<file path="src/hdl/urd_pkg.sv">
/*
  urd_pkg: register map, field positions, reset values and codes for the
  receive-side channel logic of a serial-to-buffer transfer engine.
  Assumes a 32-bit AXI4-Lite register bus with 16-bit byte addresses.
*/
package urd_pkg;

  // bus geometry
  localparam int          URD_ADDR_W      = 16;
  localparam int          URD_DATA_W      = 32;
  localparam int          URD_CNT_W       = 8;

  // register byte addresses
  localparam logic [15:0] URD_CHDEF_ADDR  = 16'hFFE4;
  localparam logic [15:0] URD_STAT_ADDR   = 16'hFFF0;
  localparam logic [15:0] URD_MASK_ADDR   = 16'hFFF4;

  // channel definition fields
  localparam int          URD_PTR_LSB     = 0;
  localparam int          URD_PTR_W       = 3;
  localparam int          URD_DIR_BIT     = 3;
  localparam int          URD_PICK_BIT    = 4;
  localparam int          URD_CONT_BIT    = 5;
  localparam int          URD_ALLOW_BIT   = 6;
  localparam int          URD_EN_BIT      = 7;

  // reset values
  localparam logic [2:0]  URD_PTR_RST     = 3'h0;
  localparam logic [7:0]  URD_CNT_RST     = 8'h00;
  localparam logic [1:0]  URD_STAT_RST    = 2'h0;
  localparam logic [1:0]  URD_MASK_RST    = 2'h0;

  // status / mask bits, cause field
  localparam int          URD_ST_DONE     = 0;
  localparam int          URD_ST_TOUT     = 1;
  localparam int          URD_ST_W        = 2;
  localparam int          URD_CAUSE_LSB   = 4;

  // bus responses
  localparam logic [1:0]  URD_RESP_OKAY   = 2'h0;
  localparam logic [1:0]  URD_RESP_DECERR = 2'h3;

  // why the channel last halted on count, time-out or error
  typedef enum logic [1:0] {
    URD_CAUSE_NONE  = 2'b00,
    URD_CAUSE_COUNT = 2'b01,
    URD_CAUSE_TOUT  = 2'b10,
    URD_CAUSE_ERR   = 2'b11
  } urd_cause_e;

endpackage

</file>
<file path="src/hdl/urd_rx_dma.sv">
/*
  urd_rx_dma: channel definition logic for the receive transfer channel,
  moving received bytes into X/Y buffers, with an AXI4-Lite register port.
  Assumes receiver strobes, time-out expiry and the buffer manager pick
  are synchronous to aclk; descriptor count is stable while enabled.
*/
`timescale 1ns/10ps

// Overview of operation
// pointer field selects endpoint descriptor set
// direction bit reads one, writes ignored
// software buffer pick used only in burst
// pick zero means X, one means Y
// burst stops at zero count or error
// burst end interrupts on enable fall
// software sets buffer pick before burst start
// continuous mode alternates X and Y buffers
// buffer manager drives pick in continuous
// continuous keeps receiving until termination
// continuous time-out halts, updates, interrupts
// receiver error halts, updates, no interrupt
// software sets enable, channel clears it
// enable fall interrupts when allowed
// irq disallowed keeps enable on time-out
// halt writes count back, clears not-acknowledge
module urd_rx_dma
  import urd_pkg::*;
(
  // clock and reset
  input  wire logic                  aclk,
  input  wire logic                  aresetn,
  // axi4-lite write address / data / response
  input  wire logic [URD_ADDR_W-1:0] awaddr,
  input  wire logic [2:0]            awprot,
  input  wire logic                  awvalid,
  output logic                       awready,
  input  wire logic [URD_DATA_W-1:0] wdata,
  input  wire logic [3:0]            wstrb,
  input  wire logic                  wvalid,
  output logic                       wready,
  output logic [1:0]                 bresp,
  output logic                       bvalid,
  input  wire logic                  bready,
  // axi4-lite read
  input  wire logic [URD_ADDR_W-1:0] araddr,
  input  wire logic [2:0]            arprot,
  input  wire logic                  arvalid,
  output logic                       arready,
  output logic [URD_DATA_W-1:0]      rdata,
  output logic [1:0]                 rresp,
  output logic                       rvalid,
  input  wire logic                  rready,
  // uart receiver
  input  wire logic                  rx_valid,
  input  wire logic [7:0]            rx_data,
  input  wire logic                  rx_error,
  input  wire logic                  timeout_expired,
  // usb buffer manager
  input  wire logic                  ubm_buffer_pick,
  output logic                       buf_swap,
  // endpoint descriptor block
  input  wire logic [URD_CNT_W-1:0]  desc_count,
  output logic [URD_PTR_W-1:0]       desc_sel,
  output logic                       desc_wb_valid,
  output logic [URD_CNT_W-1:0]       desc_wb_count,
  output logic                       nak_clear,
  // sram write side
  output logic                       sram_we,
  output logic [7:0]                 sram_data,
  output logic                       sram_buf_y,
  // interrupt
  output logic                       irq
);

  // bus state
  logic [URD_ADDR_W-1:0] awaddr_q;
  logic [7:0]            wbyte_q;
  logic                  wstrb0_q;
  logic                  have_both;
  logic                  wr_fire;
  logic                  aw_hs, w_hs, ar_hs;
  // channel state
  logic [URD_PTR_W-1:0]  ptr_q;
  logic                  pick_q, cont_q, allow_q, en_q, en_d;
  logic [URD_ST_W-1:0]   stat_q, stat_d, mask_q, stat_set;
  urd_cause_e            cause_q;
  logic                  wr_chdef, wr_stat, wr_mask;
  logic                  take, halt_cnt, halt_err, halt_tout, halt;
  logic                  reload, en_fall, start, cur_pick;
  logic [URD_CNT_W-1:0]  cnt;
  logic                  cnt_zero, cnt_last;
  logic [7:0]            chdef_rd;
  logic [URD_DATA_W-1:0] rd_mux;
  logic                  rd_hit;

  // handshakes and write decode
  assign aw_hs     = awvalid && awready;
  assign w_hs      = wvalid && wready;
  assign ar_hs     = arvalid && arready;
  assign have_both = !awready && !wready;
  assign wr_fire   = have_both && !bvalid;
  assign wr_chdef  = wr_fire && wstrb0_q && (awaddr_q == URD_CHDEF_ADDR);
  assign wr_stat   = wr_fire && wstrb0_q && (awaddr_q == URD_STAT_ADDR);
  assign wr_mask   = wr_fire && wstrb0_q && (awaddr_q == URD_MASK_ADDR);

  // write channels taken in either order, answered once both are in
  always_ff @(posedge aclk) begin
    if (!aresetn) begin
      awready  <= 1'b1;
      wready   <= 1'b1;
      bvalid   <= 1'b0;
      bresp    <= URD_RESP_OKAY;
      awaddr_q <= 16'h0000;
      wbyte_q  <= 8'h00;
      wstrb0_q <= 1'b0;
    end else begin
      if (aw_hs) begin
        awaddr_q <= awaddr;
        awready  <= 1'b0;
      end
      if (w_hs) begin
        wbyte_q  <= wdata[7:0];
        wstrb0_q <= wstrb[0];
        wready   <= 1'b0;
      end
      if (wr_fire) begin
        bvalid <= 1'b1;
        bresp  <= (wr_chdef || wr_stat || wr_mask ||
                   (awaddr_q == URD_CHDEF_ADDR) ||
                   (awaddr_q == URD_STAT_ADDR) ||
                   (awaddr_q == URD_MASK_ADDR)) ?
                  URD_RESP_OKAY : URD_RESP_DECERR;
      end else if (bvalid && bready) begin
        bvalid  <= 1'b0;
        awready <= 1'b1;
        wready  <= 1'b1;
      end
    end
  end

  // read decode; direction bit fixed at one
  assign cur_pick = cont_q ? ubm_buffer_pick : pick_q;
  assign chdef_rd = {en_q, allow_q, cont_q, cur_pick, 1'b1, ptr_q};
  assign rd_hit   = (araddr == URD_CHDEF_ADDR) ||
                    (araddr == URD_STAT_ADDR) || (araddr == URD_MASK_ADDR);
  assign rd_mux   = (araddr == URD_CHDEF_ADDR) ? {24'h000000, chdef_rd} :
                    (araddr == URD_STAT_ADDR) ?
                      {26'h0, cause_q, 2'b00, stat_q} :
                    (araddr == URD_MASK_ADDR) ? {30'h0, mask_q} :
                    32'h00000000;

  // read channel, one answer per address
  always_ff @(posedge aclk) begin
    if (!aresetn) begin
      arready <= 1'b1;
      rvalid  <= 1'b0;
      rdata   <= 32'h00000000;
      rresp   <= URD_RESP_OKAY;
    end else if (ar_hs) begin
      arready <= 1'b0;
      rvalid  <= 1'b1;
      rdata   <= rd_mux;
      rresp   <= rd_hit ? URD_RESP_OKAY : URD_RESP_DECERR;
    end else if (rvalid && rready) begin
      rvalid  <= 1'b0;
      arready <= 1'b1;
    end
  end

  // transfer events
  assign take      = en_q && rx_valid && !rx_error && !cnt_zero;
  assign halt_cnt  = take && cnt_last && !cont_q;
  assign halt_err  = en_q && rx_error;
  assign halt_tout = en_q && timeout_expired && allow_q;
  assign halt      = halt_cnt || halt_err || halt_tout;
  assign start     = wr_chdef && wbyte_q[URD_EN_BIT] && !en_q;
  assign reload    = start || (take && cnt_last && cont_q);
  assign en_d      = halt ? 1'b0 :
                     wr_chdef ? wbyte_q[URD_EN_BIT] : en_q;
  assign en_fall   = en_q && !en_d;

  // sticky status: enable fall when allowed and not from error, time-out expiry
  assign stat_set[URD_ST_DONE] = en_fall && allow_q && !halt_err;
  assign stat_set[URD_ST_TOUT] = en_q && timeout_expired;
  assign stat_d = (stat_q & ~(wr_stat ? wbyte_q[1:0] : 2'b00)) | stat_set;

  urd_byte_count u_count (
    .aclk     (aclk),
    .aresetn  (aresetn),
    .load     (reload),
    .load_val (desc_count),
    .dec      (take),
    .count_q  (cnt),
    .zero     (cnt_zero),
    .last     (cnt_last)
  );

  // channel definition fields; pick ignored while continuous
  always_ff @(posedge aclk) begin
    if (!aresetn) begin
      ptr_q   <= URD_PTR_RST;
      pick_q  <= 1'b0;
      cont_q  <= 1'b0;
      allow_q <= 1'b0;
      en_q    <= 1'b0;
    end else begin
      en_q <= en_d;
      if (wr_chdef) begin
        ptr_q   <= wbyte_q[URD_PTR_W-1:0];
        cont_q  <= wbyte_q[URD_CONT_BIT];
        allow_q <= wbyte_q[URD_ALLOW_BIT];
        if (!wbyte_q[URD_CONT_BIT])
          pick_q <= wbyte_q[URD_PICK_BIT];
      end
    end
  end

  // status, mask, cause and interrupt line
  always_ff @(posedge aclk) begin
    if (!aresetn) begin
      stat_q  <= URD_STAT_RST;
      mask_q  <= URD_MASK_RST;
      cause_q <= URD_CAUSE_NONE;
      irq     <= 1'b0;
    end else begin
      stat_q <= stat_d;
      irq    <= |(stat_q & mask_q);
      if (wr_mask)
        mask_q <= wbyte_q[1:0];
      if (halt_err)
        cause_q <= URD_CAUSE_ERR;
      else if (halt_tout)
        cause_q <= URD_CAUSE_TOUT;
      else if (halt_cnt)
        cause_q <= URD_CAUSE_COUNT;
    end
  end

  // data path to buffers and descriptor update
  always_ff @(posedge aclk) begin
    if (!aresetn) begin
      sram_we       <= 1'b0;
      sram_data     <= 8'h00;
      sram_buf_y    <= 1'b0;
      buf_swap      <= 1'b0;
      desc_sel      <= URD_PTR_RST;
      desc_wb_valid <= 1'b0;
      desc_wb_count <= URD_CNT_RST;
      nak_clear     <= 1'b0;
    end else begin
      sram_we       <= take;
      sram_data     <= rx_data;
      sram_buf_y    <= cur_pick;
      buf_swap      <= take && cnt_last && cont_q;
      desc_sel      <= ptr_q;
      desc_wb_valid <= en_fall;
      desc_wb_count <= halt_cnt ? 8'h00 : cnt;
      nak_clear     <= en_fall;
    end
  end
endmodule // urd_rx_dma

</file>
<file path="src/hdl/urd_byte_count.sv">
/*
  urd_byte_count: remaining byte counter of the receive channel.
  Assumes load and dec come from the channel logic in the same clock
  domain; load wins over dec.
*/
`timescale 1ns/10ps
module urd_byte_count
  import urd_pkg::*;
(
  // clock and reset
  input  wire logic                 aclk,
  input  wire logic                 aresetn,
  // control
  input  wire logic                 load,
  input  wire logic [URD_CNT_W-1:0] load_val,
  input  wire logic                 dec,
  // state
  output logic      [URD_CNT_W-1:0] count_q,
  output logic                      zero,
  output logic                      last
);

  logic [URD_CNT_W-1:0] count_d;

  // next count: reload beats decrement
  assign count_d = load ? load_val :
                   (dec && !zero) ? count_q - 8'h01 : count_q;
  assign zero    = (count_q == 8'h00);
  assign last    = (count_q == 8'h01);

  // count register
  always_ff @(posedge aclk) begin
    if (!aresetn) begin
      count_q <= URD_CNT_RST;
    end else begin
      count_q <= count_d;
    end
  end

endmodule // urd_byte_count

</file>
<file path="config.mk">
export PLATFORM = sky130hd
export DESIGN_NAME = urd_rx_dma
export DESIGN_NICKNAME = d
export VERILOG_FILES = /design/src/hdl/urd_pkg.sv /design/src/hdl/urd_rx_dma.sv /design/src/hdl/urd_byte_count.sv
export SDC_FILE = /design/constraint.sdc
export NUM_CORES = 1
export LEC_CHECK = 0
export BUFFER_PORTS_ARGS = -buffer_cell sky130_fd_sc_hd__buf_4
export CORE_MARGIN = 2
export CORE_UTILIZATION = 46
export CTS_CLUSTER_DIAMETER = 40
export DETAILED_ROUTE_END_ITERATION = 8
export HOLD_SLACK_MARGIN = 0.06
export MAX_ROUTING_LAYER = met4
export PLACE_DENSITY = 0.79
export SETUP_SLACK_MARGIN = 0.15
export SYNTH_ARGS = -nofsm -noshare
export SYNTH_HDL_FRONTEND = slang
export SYNTH_HIERARCHICAL = 1
export SYNTH_SLANG_ARGS = --single-unit
</file>
<file path="constraint.sdc">
create_clock -name aclk -period 3.4 [get_ports aclk]
set_input_delay 0 -clock aclk [delete_from_list [all_inputs] [get_ports aclk]]
set_output_delay 0 -clock aclk [all_outputs]
set_load 0.02 [all_outputs]
</file>
After elaboration in Yosys (flattened, before gate mapping). Cells that the tools add are included.

Add/subtract/negate cells: 1. Equality and inequality tests: 7. Mux-type cells: 26. Bitwise gates (word level): 6. Reduce and logical (&&, ||, !) cells: 53.

Operators with widths (number): == test 16 bit (second input constant) (6); logical AND 1 bit (26); two-way mux 8 bit (3); two-way mux 1 bit (15); two-way mux 2 bit (7); logical OR 1 bit (10); logical NOT 1 bit (9); == test 8 x 1 -> 1 bit (second input constant) (1); logical NOT 8 bit (1); subtractor 8 x 1 -> 8 bit (second input constant) (1); two-way mux 6 bit (1); nonzero test 2 bit (3); AND 2 bit (2); OR reduction 2 bit (2); nonzero test 3 bit (1); inverter 1 bit (2); inverter 2 bit (1); OR 2 bit (1); AND reduction 2 bit (1).

Bits in registers: 111. Input port bits: 101. Output and inout port bits: 66. Logic and storage cells: 121.

Depth between registers and ports, before layout.
Word-level depth: 13. Gate-level depth with buffers: 10. Gate-level depth less buffers: 10.

Modules after synthesis. Netlist, hierarchy kept.

Modules (own cells, without submodules): urd_rx_dma (times used 1, cells an instance 335, area an instance 3009.1 µm², sequential area each 1521.5 µm²); urd_byte_count (times used 1, cells an instance 61, area an instance 504.2 µm², sequential area each 160.2 µm²).

Worst setup path before layout. Ideal clock, no wire load.

Kind: register to register. Start point: register awaddr_q[0]. End point: register u_count.count_q[5]. Setup time: 0.135 ns. Data arrival time: 2.439 ns. Data required time: 3.265 ns. Path slack: 0.826 ns. Cell stages (with the launch flop): 10. Buffers on the path: 2. Clock period less this slack: 2.574 ns. Cell sequence: dfxtp_1 > or4b_4 > or4_4 > buf_6 > nor3_4 > a31o_1 > inv_2 > clkbuf_1 > o21ai_0 > a31oi_1.

Word-level cells in the longest chain between the ends: 6. Elaborated cells on any way between the ends: 7. Those cells by class: eq/ne: 1; mux: 1; reduce/logical: 5.

Ends and longest elaborated chain: from (decl) (line urd_rx_dma.sv:76) `logic [URD_ADDR_W-1:0] awaddr_q;`; from (signal assigned) (line urd_rx_dma.sv:118) `awaddr_q <= awaddr;`; == test 16 bit * (line urd_rx_dma.sv:102) `assign wr_chdef = wr_fire && wstrb0_q && (awaddr_q == URD_CHDEF_ADDR);`; logical AND 1 bit * (line urd_rx_dma.sv:102); logical AND 1 bit * (2 in a row) (line urd_rx_dma.sv:176) `assign start = wr_chdef && wbyte_q[URD_EN_BIT] && !en_q;`; logical OR 1 bit * (line urd_rx_dma.sv:177) `assign reload = start || (take && cnt_last && cont_q);`; named net reload (line urd_rx_dma.sv:89) `logic reload, en_fall, start, cur_pick;`; two-way mux 8 bit or nonzero test 2 bit (tied branches); to (signal assigned) (line urd_byte_count.sv:36) `count_q <= count_d;`; to (decl) (line urd_byte_count.sv:18) `output logic [URD_CNT_W-1:0] count_q,`.

The timed path passes the listed nets; every way through them passes the cells marked *. A chain may end at the register's enable or synchronous reset.

Worst setup path after layout.
Start point: register awaddr_q[0]. End point: register u_count.count_q[7].

Same word-level chain as after synthesis.

==> flow_metrics.tcl <==
set metrics [dict create \
    port-buffer-count 108 \
    routed-via-count 3385 \
    first_pass_iters 4 \
    ios 167 \
    grt-ovfl-total 0 \
    place_area_sq_um 4300 \
    slowest_stage "or4_4" \
    htree_levels 3 \
    wl_met3_um 671 \
    timing.setup.tns_ns 0 \
    status "completed" \
    clockBufferDepth 2 \
    setup_violations 0 \
    drive_above_1_share_pct 24.9 \
    wl_met2_mm 4.37 \
    yosysWarnings 6 \
    clock_sinks 84 \
    avgSynthCellArea_sq_um 8.87 \
    final.period_utilization_pct 82.8 \
    p_per_area_nw_per_um2 391 \
    fin_cells 665 \
    n_antenna_cell 0 \
    top_layer "met4" \
    layout_common_cells "buf_4, dfxtp_1, nand2_1, dlygate4sd3_1, a21oi_1" \
    cp_max_fo 14 \
    crit_type "flip-flop to flip-flop" \
    critPathRequiredTime_ns 3.64 \
    die_area_sq_um 8350 \
    slew_headroom_pct 35.0 \
    leakagePower_nw 2.18 \
    yosysTopAreaCellShare_pct 47.9 \
    synth_edf_count 0 \
    drt-initial-drc-count 252 \
    nets 665 \
    grt_max_degree 41 \
    cp.arrival_ns 3.05 \
    crit_chain "or4b_4, or4_4, nor3_4, a31o_1, inv_2, and3_1, a21oi_1, o32ai_1" \
    grt_pass1_wl_mm 14.5 \
    total_power_mw 2.00 \
    drc 0 \
    rsz0062_at_grt "false" \
    wl_per_cell_um 13.4 \
    core_sq_um 7330 \
    synth_area_leaders "dfxtp_1, nand2_1, a21oi_1, buf_4, and2_1" \
    irDropWorstVdd_mv 0.315 \
    synth_top_area_cell "dfxtp_1" \
    wl_met1_mm 3.70 \
    cp_top_family "simple AND/OR/NAND/NOR gates" \
    ys.flop_type "dfxtp_1" \
    min_path_type "primary input to flip-flop" \
    cts_setup_buffers 0 \
    skew_ns 0.00733 \
    ys_seq_elements 84 \
    max-cap-violations 0 \
    chipHeight_um 91.4 \
    max_freq_mhz 355 \
    initial_utilization_pct 47.9 \
    cts.clk_slew.worst_paths_ns 0.09 \
    routed_via_density 5.09 \
    design_area_sq_um 5110 \
    antenna_found_initial 0 \
    synth_cells 396 \
    min_period_ns 2.82 \
    utilization_pct 69.7 \
    cts_root_buffer "clkbuf_8" \
    final_common_cell "buf_4" \
    worst_setup_path_end_kind "flip-flop" \
    dpl.cell_count 588 \
    die_w_um 91.4 \
    syn_area_sq_um 3510 \
    synthDistinctLibCells 56 \
    grt_pass1_vias 3262 \
    place_congestion 0.856 \
    finalHoldViolCount 0 \
    cpPeakStageDelay_ns 0.62 \
    cts_tree "done" \
    antenna_left 0 \
    routed_wl_mm 8.89 \
    slew_violations 0 \
    synthArstFlopShare_pct 0 \
    num_rows 31 \
    cp-start-kind "flip-flop" \
    worstMarginPinSlew_ns 0.966 \
    ys_seq_area_share_pct 47.9 \
    clk_latency_ns 0.35 \
    grt_usage_pct 22.0 \
    cts-buffers-inserted 9 \
    critical_path_buf_inv_count 1 \
    dp.final_hpwl_mm 5.94 \
    synthToLayoutAreaGrowth_pct 45.4 \
]
[state kept, by name, indices dropped and copies added (netlist names), 2 cells and up]
signal	cells
cause_q	2
ptr_q	3
awaddr_q	16
rdata	8
sram_data	8
desc_wb_count	8
u_count/count_q	8
desc_sel	3
mask_q	2
wbyte_q	7
stat_q	2
[Yosys cell counts, types with 3 or more instances]
cell and number:
dfxtp_1 84, nand2_1 64, a21oi_1 41, buf_4 27
o21ai_0 15, and2_1 14, clkbuf_1 13, nand3_1 13
inv_1 12, nor2_1 12, and3_1 11, nand4_1 10
a22oi_1 6, a211oi_1 5, nor2b_1 5, nor3_1 5
o31ai_1 5, a22o_1 4, mux2i_1 4, ha_1 3
nand2b_1 3
[repair_timing]
item                                    4_1_cts  5_1_grt
resized for setup                             0        0
endpoints found under the setup margin        0        0
endpoints found under the hold margin        53        0
hold buffers                                 61        0
[logic make-up after synthesis]
group,count (synthesis),share of synthesized area [%]
and+or+nand+nor,153,23.2
AOI/OAI and AO/OA,90,16.1
DFF,84,47.9
buffers and inverters,56,9.08
muxes,6,1.78
adders and majority gates,3,1.07
xor gates and xnor gates,3,0.748
other,1,0.107
[metrics by stage]
step	hold slack, ns	setup WS [ns]
global route	0.0780	0.428
global placement	0.202	0.653
CTS	0.0699	0.595
finish	0.0850	0.584
detailed placement	0.213	0.625
floorplan	0.100	0.826
[worst paths after layout]
path                                                        end  slack, ns                      from  cells past startpoint
worst max register to register  u_count/count_q[7]$_SDFFE_PN0P_       0.58  awaddr_q[0]$_SDFFE_PN0P_                      8
worst min-delay path                      rresp[0]$_SDFFE_PN0P_       0.08                   aresetn                      2
worst min register to register         awaddr_q[6]$_SDFFE_PN0P_       0.46  awaddr_q[6]$_SDFFE_PN0P_                      2
worst max-delay path            u_count/count_q[7]$_SDFFE_PN0P_       0.58  awaddr_q[0]$_SDFFE_PN0P_                      8
[metal layers]
metal,GRT usage [%],up-vias
li1,-,1669
met1,25.0,1550
met2,36.9,149
met3,6.14,17
met4,7.95,0
met5,-,-
[power breakdown]
part	total (mW)	switching (mW)	internal [mW]
registers	1.03	0.0192	1.01
clock network	0.711	0.368	0.343
logic	0.259	0.123	0.136
[final cells by class]
cell class | count | area, sq um
Inverter | 14 | 52.6
Clock inverter | 7 | 75.1
Clock buffer | 9 | 124
Tap cell | 99 | 124
Timing Repair Buffer | 173 | 1450
Multi-Input combinational cell | 279 | 1600
Sequential cell | 84 | 1680
Fill cell | 556 | 2220
Power figures use the tool's default switching activity.
